==> src/gt16_pkg.sv <==
package gt16_pkg;

  localparam logic [7:0] GT16_OFF_CTRL = 8'h00;
  localparam logic [7:0] GT16_OFF_GATE = 8'h04;
  localparam logic [7:0] GT16_OFF_CNT_LO = 8'h08;
  localparam logic [7:0] GT16_OFF_CNT_HI = 8'h0c;
  localparam logic [7:0] GT16_OFF_FLAGS = 8'h10;
  localparam logic [7:0] GT16_OFF_IEN = 8'h14;
  localparam logic [7:0] GT16_OFF_IRQCTL = 8'h18;

  // Counter control register fields
  localparam int GT16_CTRL_ON = 0;
  localparam int GT16_CTRL_SYNCDIS = 2;
  localparam int GT16_CTRL_OSCEN = 3;
  localparam int GT16_CTRL_CS = 6;
  // Gate control register fields
  localparam int GT16_GATE_SRC = 0;
  localparam int GT16_GATE_VAL = 2;
  localparam int GT16_GATE_GO = 3;
  localparam int GT16_GATE_SPM = 4;
  localparam int GT16_GATE_TM = 5;
  localparam int GT16_GATE_POL = 6;
  localparam int GT16_GATE_EN = 7;
  // Flag and enable register fields
  localparam int GT16_FLAG_ROLL = 0;
  localparam int GT16_FLAG_GATE = 7;
  localparam int GT16_IRQ_PERIPHERAL_IRQ_ENABLE = 6;
  localparam int GT16_IRQ_GIE = 7;

  localparam logic [1:0] GT16_SRC_PIN = 2'h0;
  localparam logic [1:0] GT16_SRC_WRAP8 = 2'h1;
  localparam logic [1:0] GT16_SRC_MATCH = 2'h2;
  localparam logic [1:0] GT16_CS_DIV4 = 2'h0;
  localparam logic [1:0] GT16_CS_SYS = 2'h1;
  localparam logic [1:0] GT16_CS_EXT = 2'h2;
  localparam logic [1:0] GT16_CS_LFOSC = 2'h3;

  localparam logic [7:0] GT16_RST_REG = 8'h00;
  localparam logic [15:0] GT16_RST_COUNT = 16'h0000;
  localparam logic [15:0] GT16_COUNT_MAX = 16'hffff;
  localparam logic [7:0] GT16_WRAP8_FROM = 8'hff;
  localparam logic [7:0] GT16_WRAP8_TO = 8'h00;
  localparam logic [1:0] GT16_DIV4_LAST = 2'h3;

  typedef enum logic [2:0] {
    GT16_SP_IDLE = 3'b001,
    GT16_SP_ARMED = 3'b010,
    GT16_SP_RUN = 3'b100
  } gt16_sp_e;

  typedef struct packed {
    logic psel;
    logic penable;
    logic pwrite;
    logic [7:0] paddr;
    logic [31:0] pwdata;
  } gt16_apb_req_s;

  typedef struct packed {
    logic [31:0] prdata;
    logic pready;
    logic pslverr;
  } gt16_apb_rsp_s;

  typedef struct packed {
    logic [3:0] meta;
    logic [3:0] sync;
    logic ext_prev;
    logic lf_prev;
    logic [1:0] div;
    logic [7:0] t0_prev;
    logic [7:0] t2_prev;
    logic t0_pulse;
    logic t2_pulse;
    logic src_prev;
    logic tff;
    logic active_prev;
    gt16_sp_e sp;
    logic gval;
    logic [15:0] count;
    logic [1:0] cs;
    logic oscen;
    logic syncdis;
    logic on;
    logic ge;
    logic pol;
    logic tm;
    logic spm;
    logic [1:0] src;
    logic roll_f;
    logic gate_f;
    logic roll_ie;
    logic gate_ie;
    logic peripheral_irq_enable;
    logic global_irq_enable;
    logic irq;
    logic wake;
    logic osc_run;
    gt16_apb_rsp_s rsp;
  } gt16_state_s;

endpackage

==> src/gt16_gate_timer.sv <==
// Design decisions made here: the APB interface to the registers and the register offsets.
`timescale 1ns/1ps
`default_nettype none
module gt16_gate_timer
  import gt16_pkg::*;
(
  input wire logic pclk,
  input wire logic presetn,
  input wire gt16_apb_req_s apb_req,
  output gt16_apb_rsp_s apb_rsp,
  input wire logic gate_input_pin,
  input wire logic ext_clock_pin,
  input wire logic secondary_osc_clock,
  input wire logic low_freq_internal_osc,
  input wire logic [7:0] eight_bit_timer,
  input wire logic [7:0] second_timer_count,
  input wire logic [7:0] second_timer_period,
  input wire logic sleep,
  output logic irq_request,
  output logic wake_request,
  output logic secondary_osc_run,
  output logic [15:0] count_value
);

  gt16_state_s s;
  gt16_state_s next_s;

  logic setup;
  logic access;
  logic mapped;
  logic wr;
  logic [31:0] rd;
  logic tick;
  logic run_ok;
  logic src_lvl;
  logic src_rise;
  logic gate_pre;
  logic active;
  logic act_rise;
  logic act_fall;
  logic inc;
  logic gate_fall;
  logic wr_gate;
  logic wr_cnt;

  always_comb
  begin
    next_s = s;
    // First stage feeds only the second stage
    next_s.meta = {low_freq_internal_osc, secondary_osc_clock,
                   ext_clock_pin, gate_input_pin};
    next_s.sync = s.meta;

    // Internal event pulses from the neighbouring timers
    next_s.t0_prev = eight_bit_timer;
    next_s.t2_prev = second_timer_count;
    next_s.t0_pulse = (s.t0_prev == GT16_WRAP8_FROM) &&
                      (eight_bit_timer == GT16_WRAP8_TO);
    next_s.t2_pulse = (second_timer_count != s.t2_prev) &&
                      (second_timer_count == second_timer_period);

    // Counter tick enable from the selected source
    next_s.div = s.div + 2'h1;
    next_s.ext_prev = s.oscen ? s.sync[2] : s.sync[1];
    next_s.lf_prev = s.sync[3];
    case (s.cs)
      GT16_CS_DIV4: tick = (s.div == GT16_DIV4_LAST);
      GT16_CS_SYS: tick = 1'b1;
      GT16_CS_EXT: tick = next_s.ext_prev & ~s.ext_prev;
      GT16_CS_LFOSC: tick = s.sync[3] & ~s.lf_prev;
      default: tick = 1'b0;
    endcase
    // Only the unsynchronised external mode keeps counting in sleep
    run_ok = ~sleep | (s.syncdis & (s.cs == GT16_CS_EXT));

    case (s.src)
      GT16_SRC_PIN: src_lvl = s.sync[0];
      GT16_SRC_WRAP8: src_lvl = s.t0_pulse;
      GT16_SRC_MATCH: src_lvl = s.t2_pulse;
      default: src_lvl = 1'b0;
    endcase
    src_rise = src_lvl & ~s.src_prev;
    next_s.src_prev = src_lvl;

    if (!s.tm || !s.on)
    begin
      next_s.tff = 1'b0;
    end
    else if (src_rise)
    begin
      next_s.tff = ~s.tff;
    end
    gate_pre = s.tm ? s.tff : src_lvl;
    active = s.pol ? gate_pre : ~gate_pre;
    act_rise = active & ~s.active_prev;
    act_fall = ~active & s.active_prev;
    next_s.active_prev = active;

    // Single-pulse sequencer; with toggle on this spans a full cycle
    case (s.sp)
      GT16_SP_IDLE: next_s.sp = GT16_SP_IDLE;
      GT16_SP_ARMED:
      begin
        if (act_rise)
        begin
          next_s.sp = GT16_SP_RUN;
        end
      end
      GT16_SP_RUN:
      begin
        if (act_fall)
        begin
          next_s.sp = GT16_SP_IDLE;
        end
      end
      default: next_s.sp = GT16_SP_IDLE;
    endcase

    // Sync resets low, so a high pin at reset may log one gate event
    // Status follows the gate whatever the gate enable says
    next_s.gval = s.spm ? (next_s.sp == GT16_SP_RUN) : active;
    gate_fall = s.gval & ~next_s.gval;

    inc = tick & run_ok & s.on & (~s.ge | s.gval);
    if (inc)
    begin
      next_s.count = s.count + 16'h0001;
    end

    // Bus slave: pready is raised in setup so access always takes one cycle
    setup = apb_req.psel & ~apb_req.penable;
    access = apb_req.psel & apb_req.penable & s.rsp.pready;
    case (apb_req.paddr)
      GT16_OFF_CTRL, GT16_OFF_GATE, GT16_OFF_CNT_LO, GT16_OFF_CNT_HI,
      GT16_OFF_FLAGS, GT16_OFF_IEN, GT16_OFF_IRQCTL: mapped = 1'b1;
      default: mapped = 1'b0;
    endcase
    wr = access & apb_req.pwrite & mapped;
    wr_gate = wr & (apb_req.paddr == GT16_OFF_GATE);
    wr_cnt = wr & ((apb_req.paddr == GT16_OFF_CNT_LO) ||
                   (apb_req.paddr == GT16_OFF_CNT_HI));

    rd = 32'h0;
    case (apb_req.paddr)
      GT16_OFF_CTRL:
      begin
        rd[GT16_CTRL_CS +: 2] = s.cs;
        rd[GT16_CTRL_OSCEN] = s.oscen;
        rd[GT16_CTRL_SYNCDIS] = s.syncdis;
        rd[GT16_CTRL_ON] = s.on;
      end
      GT16_OFF_GATE:
      begin
        rd[GT16_GATE_EN] = s.ge;
        rd[GT16_GATE_POL] = s.pol;
        rd[GT16_GATE_TM] = s.tm;
        rd[GT16_GATE_SPM] = s.spm;
        rd[GT16_GATE_GO] = (s.sp != GT16_SP_IDLE);
        rd[GT16_GATE_VAL] = s.gval;
        rd[GT16_GATE_SRC +: 2] = s.src;
      end
      // Count is held in the bus clock domain; the two bytes are read separately and can tear
      GT16_OFF_CNT_LO: rd[7:0] = s.count[7:0];
      GT16_OFF_CNT_HI: rd[7:0] = s.count[15:8];
      GT16_OFF_FLAGS:
      begin
        rd[GT16_FLAG_GATE] = s.gate_f;
        rd[GT16_FLAG_ROLL] = s.roll_f;
      end
      GT16_OFF_IEN:
      begin
        rd[GT16_FLAG_GATE] = s.gate_ie;
        rd[GT16_FLAG_ROLL] = s.roll_ie;
      end
      GT16_OFF_IRQCTL:
      begin
        rd[GT16_IRQ_GIE] = s.global_irq_enable;
        rd[GT16_IRQ_PERIPHERAL_IRQ_ENABLE] = s.peripheral_irq_enable;
      end
      default: rd = 32'h0;
    endcase
    next_s.rsp.pready = setup;
    next_s.rsp.pslverr = setup & ~mapped;
    next_s.rsp.prdata = setup ? rd : 32'h0;

    if (wr)
    begin
      case (apb_req.paddr)
        GT16_OFF_CTRL:
        begin
          next_s.cs = apb_req.pwdata[GT16_CTRL_CS +: 2];
          next_s.oscen = apb_req.pwdata[GT16_CTRL_OSCEN];
          next_s.syncdis = apb_req.pwdata[GT16_CTRL_SYNCDIS];
          next_s.on = apb_req.pwdata[GT16_CTRL_ON];
        end
        GT16_OFF_GATE:
        begin
          next_s.ge = apb_req.pwdata[GT16_GATE_EN];
          next_s.pol = apb_req.pwdata[GT16_GATE_POL];
          next_s.tm = apb_req.pwdata[GT16_GATE_TM];
          next_s.spm = apb_req.pwdata[GT16_GATE_SPM];
          next_s.src = apb_req.pwdata[GT16_GATE_SRC +: 2];
          // Software set beats the hardware clear of the same cycle
          if (!apb_req.pwdata[GT16_GATE_GO])
          begin
            next_s.sp = GT16_SP_IDLE;
          end
          else if (next_s.sp == GT16_SP_IDLE)
          begin
            next_s.sp = GT16_SP_ARMED;
          end
        end
        // A write beats a coincident increment
        GT16_OFF_CNT_LO: next_s.count[7:0] = apb_req.pwdata[7:0];
        GT16_OFF_CNT_HI: next_s.count[15:8] = apb_req.pwdata[7:0];
        GT16_OFF_FLAGS:
        begin
          // Writing zero clears a flag, writing one leaves it
          next_s.gate_f = s.gate_f & apb_req.pwdata[GT16_FLAG_GATE];
          next_s.roll_f = s.roll_f & apb_req.pwdata[GT16_FLAG_ROLL];
        end
        GT16_OFF_IEN:
        begin
          next_s.gate_ie = apb_req.pwdata[GT16_FLAG_GATE];
          next_s.roll_ie = apb_req.pwdata[GT16_FLAG_ROLL];
        end
        GT16_OFF_IRQCTL:
        begin
          next_s.global_irq_enable = apb_req.pwdata[GT16_IRQ_GIE];
          next_s.peripheral_irq_enable = apb_req.pwdata[GT16_IRQ_PERIPHERAL_IRQ_ENABLE];
        end
        default: next_s.on = s.on;
      endcase
    end

    // Hardware sets come last so they win over a software clear
    if (gate_fall)
    begin
      next_s.gate_f = 1'b1;
    end
    if (inc && (s.count == GT16_COUNT_MAX))
    begin
      next_s.roll_f = 1'b1;
    end

    next_s.irq = next_s.global_irq_enable & next_s.peripheral_irq_enable &
                 ((next_s.roll_f & next_s.roll_ie & next_s.on) |
                  (next_s.gate_f & next_s.gate_ie));
    // Wake needs no global enable; that only decides the service call
    next_s.wake = sleep & next_s.on & next_s.roll_ie & next_s.peripheral_irq_enable &
                  next_s.roll_f;
    next_s.osc_run = next_s.oscen;
  end

  always_ff @(posedge pclk or negedge presetn)
  begin
    if (!presetn)
    begin
      s <= '0;
      s.sp <= GT16_SP_IDLE;
      s.count <= GT16_RST_COUNT;
    end
    else
    begin
      s <= next_s;
    end
  end

  assign apb_rsp = s.rsp;
  assign irq_request = s.irq;
  assign wake_request = s.wake;
  assign secondary_osc_run = s.osc_run;
  assign count_value = s.count;
endmodule
`default_nettype wire

==> config.mk <==
export PLATFORM = sky130hd
export DESIGN_NAME = gt16_gate_timer
export DESIGN_NICKNAME = d
export VERILOG_FILES = /design/src/gt16_pkg.sv /design/src/gt16_gate_timer.sv
export SDC_FILE = /design/constraint.sdc
export NUM_CORES = 1
export LEC_CHECK = 0
export ABC_AREA = 1
export ABC_CLOCK_PERIOD_IN_PS = 1900
export BUFFER_PORTS_ARGS = -buffer_cell sky130_fd_sc_hd__buf_4
export CORE_UTILIZATION = 52
export DETAILED_ROUTE_END_ITERATION = 10
export PLACE_DENSITY = 0.89
export SYNTH_ARGS = -nofsm -noshare
export SYNTH_HDL_FRONTEND = slang
export SYNTH_SLANG_ARGS = --single-unit
export TNS_END_PERCENT = 5
==> constraint.sdc <==
create_clock -name pclk -period 1.9 [get_ports pclk]
set_input_delay 0.38 -clock pclk [delete_from_list [all_inputs] [get_ports pclk]]
set_output_delay 0.38 -clock pclk [all_outputs]
set_load 0.01 [all_outputs]
# Word-level counts from Yosys, hierarchy flattened
# Cells that the tools add are included.
# op_classes
addsub,2
n_eq_ne,21
n_mux,35
n_bitwise,42
reduce_logical,14
# op_table
cell,n
33-bit two-way mux,1
1-bit bitwise AND,27
8-bit by 5-bit equality test with 1-bit output (second input constant),3
8-bit two-way mux,3
3-bit two-way mux,6
16-bit by 1-bit adder with 16-bit output (second input constant),1
16-bit equality test (second input constant),1
8-bit by 4-bit equality test with 1-bit output (second input constant),2
8-bit zero test,2
16-bit two-way mux,1
1-bit NOT,12
1-bit two-way mux,10
2-bit equality test (second input constant),4
8-bit by 3-bit equality test with 1-bit output (second input constant),1
8-bit equality test,1
8-bit equality test (second input constant),1
8-bit != test,1
2-bit case mux with 4 select lines,1
1-bit case mux with 7 select lines,1
7-bit OR reduction,1
3-bit equality test (second input constant),2
2-bit two-way mux,3
6-bit two-way mux,1
1-bit case mux with 3 select lines,2
18 further kinds,26
# totals
register_bits,82
input_bits,74
out_inout_bits,53
word_cells,149

# Depth between registers and ports, before layout
# logic_depth
depth_word,17
ltp_mapped,13
ltp_nobuf,13

# Least setup slack after synthesis
# No wires, ideal clock.
# synth_path
kind,input port to flip-flop
from,input port apb_req[32] (netlist name)
to,"register s, in the netlist irq_request"
setup_time_ns,0.073
t_arrival_ns,1.659
required_ns,1.827
path_slack_ns,0.168
cell_stages,8
n_path_buf,0
cell_sequence,clkinv_1 -> nand2_2 -> a311oi_4 -> nand2_4 -> nor2_2 -> mux2i_1 -> nand2_1 -> a21oi_2
# synth_rtl
item,line_no,rtl
from (decl),gt16_gate_timer.sv:9,"input wire gt16_apb_req_s apb_req,"
to (signal assigned),gt16_gate_timer.sv:265,s <= next_s;
to (decl),gt16_gate_timer.sv:25,gt16_state_s s;

==> reports/summary.log <==
qor: die.fp.coreArea 8180 um2
qor: final_layout.fraction_of_layout_instances_using_a_drive_strength_above_1 0.282
qor: critical_path.crit_type register to register
qor: synthesis.synth_area_leader_cell dfrtp_1
qor: timing.rsz0062_at_grt yes
qor: run.cap_viol_max_count 0
qor: run_status.failed_checks negative hold slack
qor: clock_tree.cts_buffers 9
qor: critical_path.cp-end-kind register
qor: routing.routed_wirelength 9670 um
qor: timing.report.final.hold_viol_count 6
qor: timing.setup_slack 102 ps
qor: die.die_area 8750 um2
qor: routing.drt_pass1_iterations 5
qor: critical_path.crit-reg2reg-launch s[53]
qor: synthesis.synth_most_common_cell nand2_1
qor: pwr.clock_network_fraction_of_design_power 0.389
qor: critical_path.worstPathMaxFanout 8
qor: run_status.outcome finished, violations left
qor: timing.tns 0 ps
qor: critical_path.critical_path.endpoint count_value[7]
qor: timing.slew-limit-headroom 0.659
qor: grt.grt_use_total 0.232
qor: clock_tree.post_cts_hold_buffer_count 0
qor: routing.drt_first_iter_violations 286
qor: routing.detailroute.via_count 3614
qor: timing.setup-violations-final 0
qor: final_layout.layout.nets 656
qor: grt.grt_antenna_before_repair 0
qor: critical_path.critical_path.n_buffers_inverters 1
qor: pwr.power_switching_share 0.229
qor: timing.whs -4.21 ps
qor: clock_tree.clk-insertion-delay-late 350 ps
qor: timing.maxSlewViolCount 0
qor: die.fp.dieH 93.5 um
qor: timing.final.setup_skew 10.9 ps
qor: pwr.power-per-cell-area 636 nW/um2
qor: die.initial_core_utilization 0.533
qor: synthesis.netlist_top_cells_count 92 x nand2_1, 81 x dfrtp_1, 60 x inv_1
qor: pwr.power_report.internal_total 2.56 mW
qor: grt.grt_pass1_vias 3436
qor: routing.routed_wire_length_per_instance 14.0 um
qor: critical_path.critical_path.startpoint_type register
qor: synthesis.synthCells 501
qor: pwr.totalPowerFinal 3.32 mW
qor: synthesis.post_synth_instance_area 4360 um2
qor: clock_tree.cts.path.max_buffers 2
qor: synthesis.ys_seq_elements 82
qor: clock_tree.number_of_clock_sinks 82
qor: synthesis.ys_types 44
qor: critical_path.timing.critical_path.from s[53]
qor: grt.global_route_wire_length_before_repair 15500 um
qor: place.preCtsSetupSlack -6.27 ps
qor: final_layout.final_core_util 0.638
qor: clock_tree.cts_max_level 3
qor: routing.detail-route-antenna-nets 0
qor: place.globalplace.congestion 0.926
qor: critical_path.cell_family_with_the_largest_share_of_critical_path_delay simple AND/OR/NAND/NOR gates
qor: pwr.net-switching-power 0.760 mW
qor: critical_path.critical-path-max-stage-delay 470 ps
qor: routing.route.detailed.drc 0
qor: grt.overflow 0
qor: place.portBuffers 78
qor: clock_tree.clkTransAtPathRegs 80 ps
qor: timing.max_clock_freq 0.556 GHz
qor: synthesis.seq_area_frac_synth 0.471
qor: synthesis.synth_flop_cell dfrtp_1
qor: pwr.seq_power_share 0.538
qor: die.design.portCount 127
qor: synthesis.async_reset_ff_frac 1.00
qor: final_layout.antennaDiodeCount 0
qor: pwr.share_comb_of_total_power 0.073
qor: synthesis.post_synth.cell_area_avg 8.70 um2
qor: final_layout.layout-area-overhead-vs-synth 19.8%
qor: clock_tree.cts_tree yes
qor: critical_path.crit_arrival 2090 ps
qor: critical_path.critical_path.slowest_cell dfrtp_1
qor: synthesis.yosys-top-cells-area dfrtp_1 47%, buf_4 8.8%, nand2_1 7.9%
qor: pwr.power.static_leakage 2.59 nW
qor: critical_path.worstPathCellList nand3_1, a21oi_2, nand2_4, nor3_4, nand2_4, nor2_4, a21oi_2, o21ai_2, o21ai_1, inv_1
qor: critical_path.r2r_cells 10
qor: place.detailed_place_hpwl 7370 um
qor: timing.final_period_minus_worst_setup_slack 1800 ps
qor: pwr.ir_worst_vdd 0.437 mV
qor: grt.grt_max_degree 43
qor: critical_path.number_of_stages_on_the_worst_setup_path 10
qor: critical_path.worst_r2r_endpoint count_value[7]
qor: die.die_w 93.5 um
qor: timing.min_period_over_period 0.946
qor: critical_path.worst_ep_required_time 2200 ps
qor: die.row_count 33
qor: min_path.hold_path.class input port to asynchronous set/reset pin
qor: critical_path.worst-r2r-setup-slack 100 ps
qor: synthesis.synth_top_area_share 0.465
qor: synthesis.ys_warn_count 0
qor: routing.post_drt_via_cell_ratio 5.24
qor: synthesis.synth_edf_count 0
qor: clock_tree.clock_root_buffer clkbuf_8
qor: timing.worst_slew_pin_slew 511 ps
[how the worst min path moves through the flow]
stage,from,slack (ps),depth (start not counted),to
after floorplan,presetn,80,0,apb_rsp[0]
after global placement,next_s[102],330,0,next_s[97]
after detailed placement,next_s[101],340,0,s[101]
after CTS,presetn,9,1,s[87]
after global routing,presetn,20,1,s[92]
final,presetn,-4,1,s[87]
[cell type report]
cell class	count	area, um2
Inverter	70	268
Clock buffer	12	155
Sequential cell	82	2050
Tap cell	105	131
Multi-Input combinational cell	319	1800
Timing Repair Buffer	98	761
Clock inverter	4	50.0
Fill cell	686	2960
[power by group through the flow]
| stage | clock network [mW] | registers (mW) | logic, mW |
|---|---|---|---|
| 2_1_floorplan | 0 | 1.82 | 0.124 |
| 3_3_place_gp | 0 | 1.82 | 0.237 |
| 3_5_place_dp | 0 | 1.82 | 0.245 |
| 4_1_cts | 1.32 | 1.78 | 0.246 |
| 5_1_grt | 1.39 | 1.79 | 0.270 |
| 6_report | 1.29 | 1.78 | 0.242 |
[layer usage]
layer  global-route usage  vias to the layer above  part of all wire
met5                    0                        -                 0
met4               0.0949                        0             0.025
met3               0.0512                       24             0.069
met1                0.289                     1722              0.41
li1                     -                     1711                 -
met2                0.391                      157              0.50
[layout by cell type, fill, tap and decap left out, types with 3 or more instances in the layout]
cell,n
o21ai_1,9
nand2_4,3
o21ai_0,24
dfrtp_1,81
xor2_1,12
conb_1,24
nand2_2,6
a31oi_1,7
nor2_4,5
a221oi_1,3
nor2_2,5
nand3_2,3
clkbuf_8,11
nand4_1,7
xnor2_1,10
o22ai_1,5
or2_2,3
inv_1,57
buf_4,96
a21oi_2,3
inv_2,9
nor4_1,7
nand3_1,26
a21oi_1,11
nand2_1,88
nor2_1,27
nor3_1,11
[sequential cells by signal, indices dropped and copies added, names as in the netlist]
signal and flops:
s 48, count_value 16, secondary_osc_run 1, irq_request 1, wake_request 1, apb_rsp 10
next_s 5
[per-stage QoR]
stage / cells / instance area, um2
after floorplan: 524 / 4440
after global placement: 671 / 4910
after detailed placement: 671 / 4910
after CTS: 687 / 5130
after global routing: 690 / 5220
final: 690 / 5220
[cells by family after synthesis]
kind of cell / Yosys count / synth area share
xor+xnor: 22 / 0.0442
fa+ha+maj: 2 / 0.00574
mux: 2 / 0.00459
simple gates: 198 / 0.221
compound gates: 71 / 0.100
flops: 82 / 0.471
other cells: 1 / 0.000861
buf+inv: 123 / 0.152
[worst reg2reg max path, cell delays in order (launching register included)]
cell and delay [ps]:
dfrtp_1 470, nand3_1 150, a21oi_2 200, nand2_4 130, nor3_4 270, nand2_4 110
nor2_4 130, a21oi_2 60, o21ai_2 110, o21ai_1 70, inv_1 50
[repair_timing]
action	4_1_cts	5_1_grt
gates resized for setup	2	21
gates cloned	0	0
setup buffers	0	3
pin swaps	0	8
setup endpoints to repair	1	7
Power figures use the tool's default switching activity.
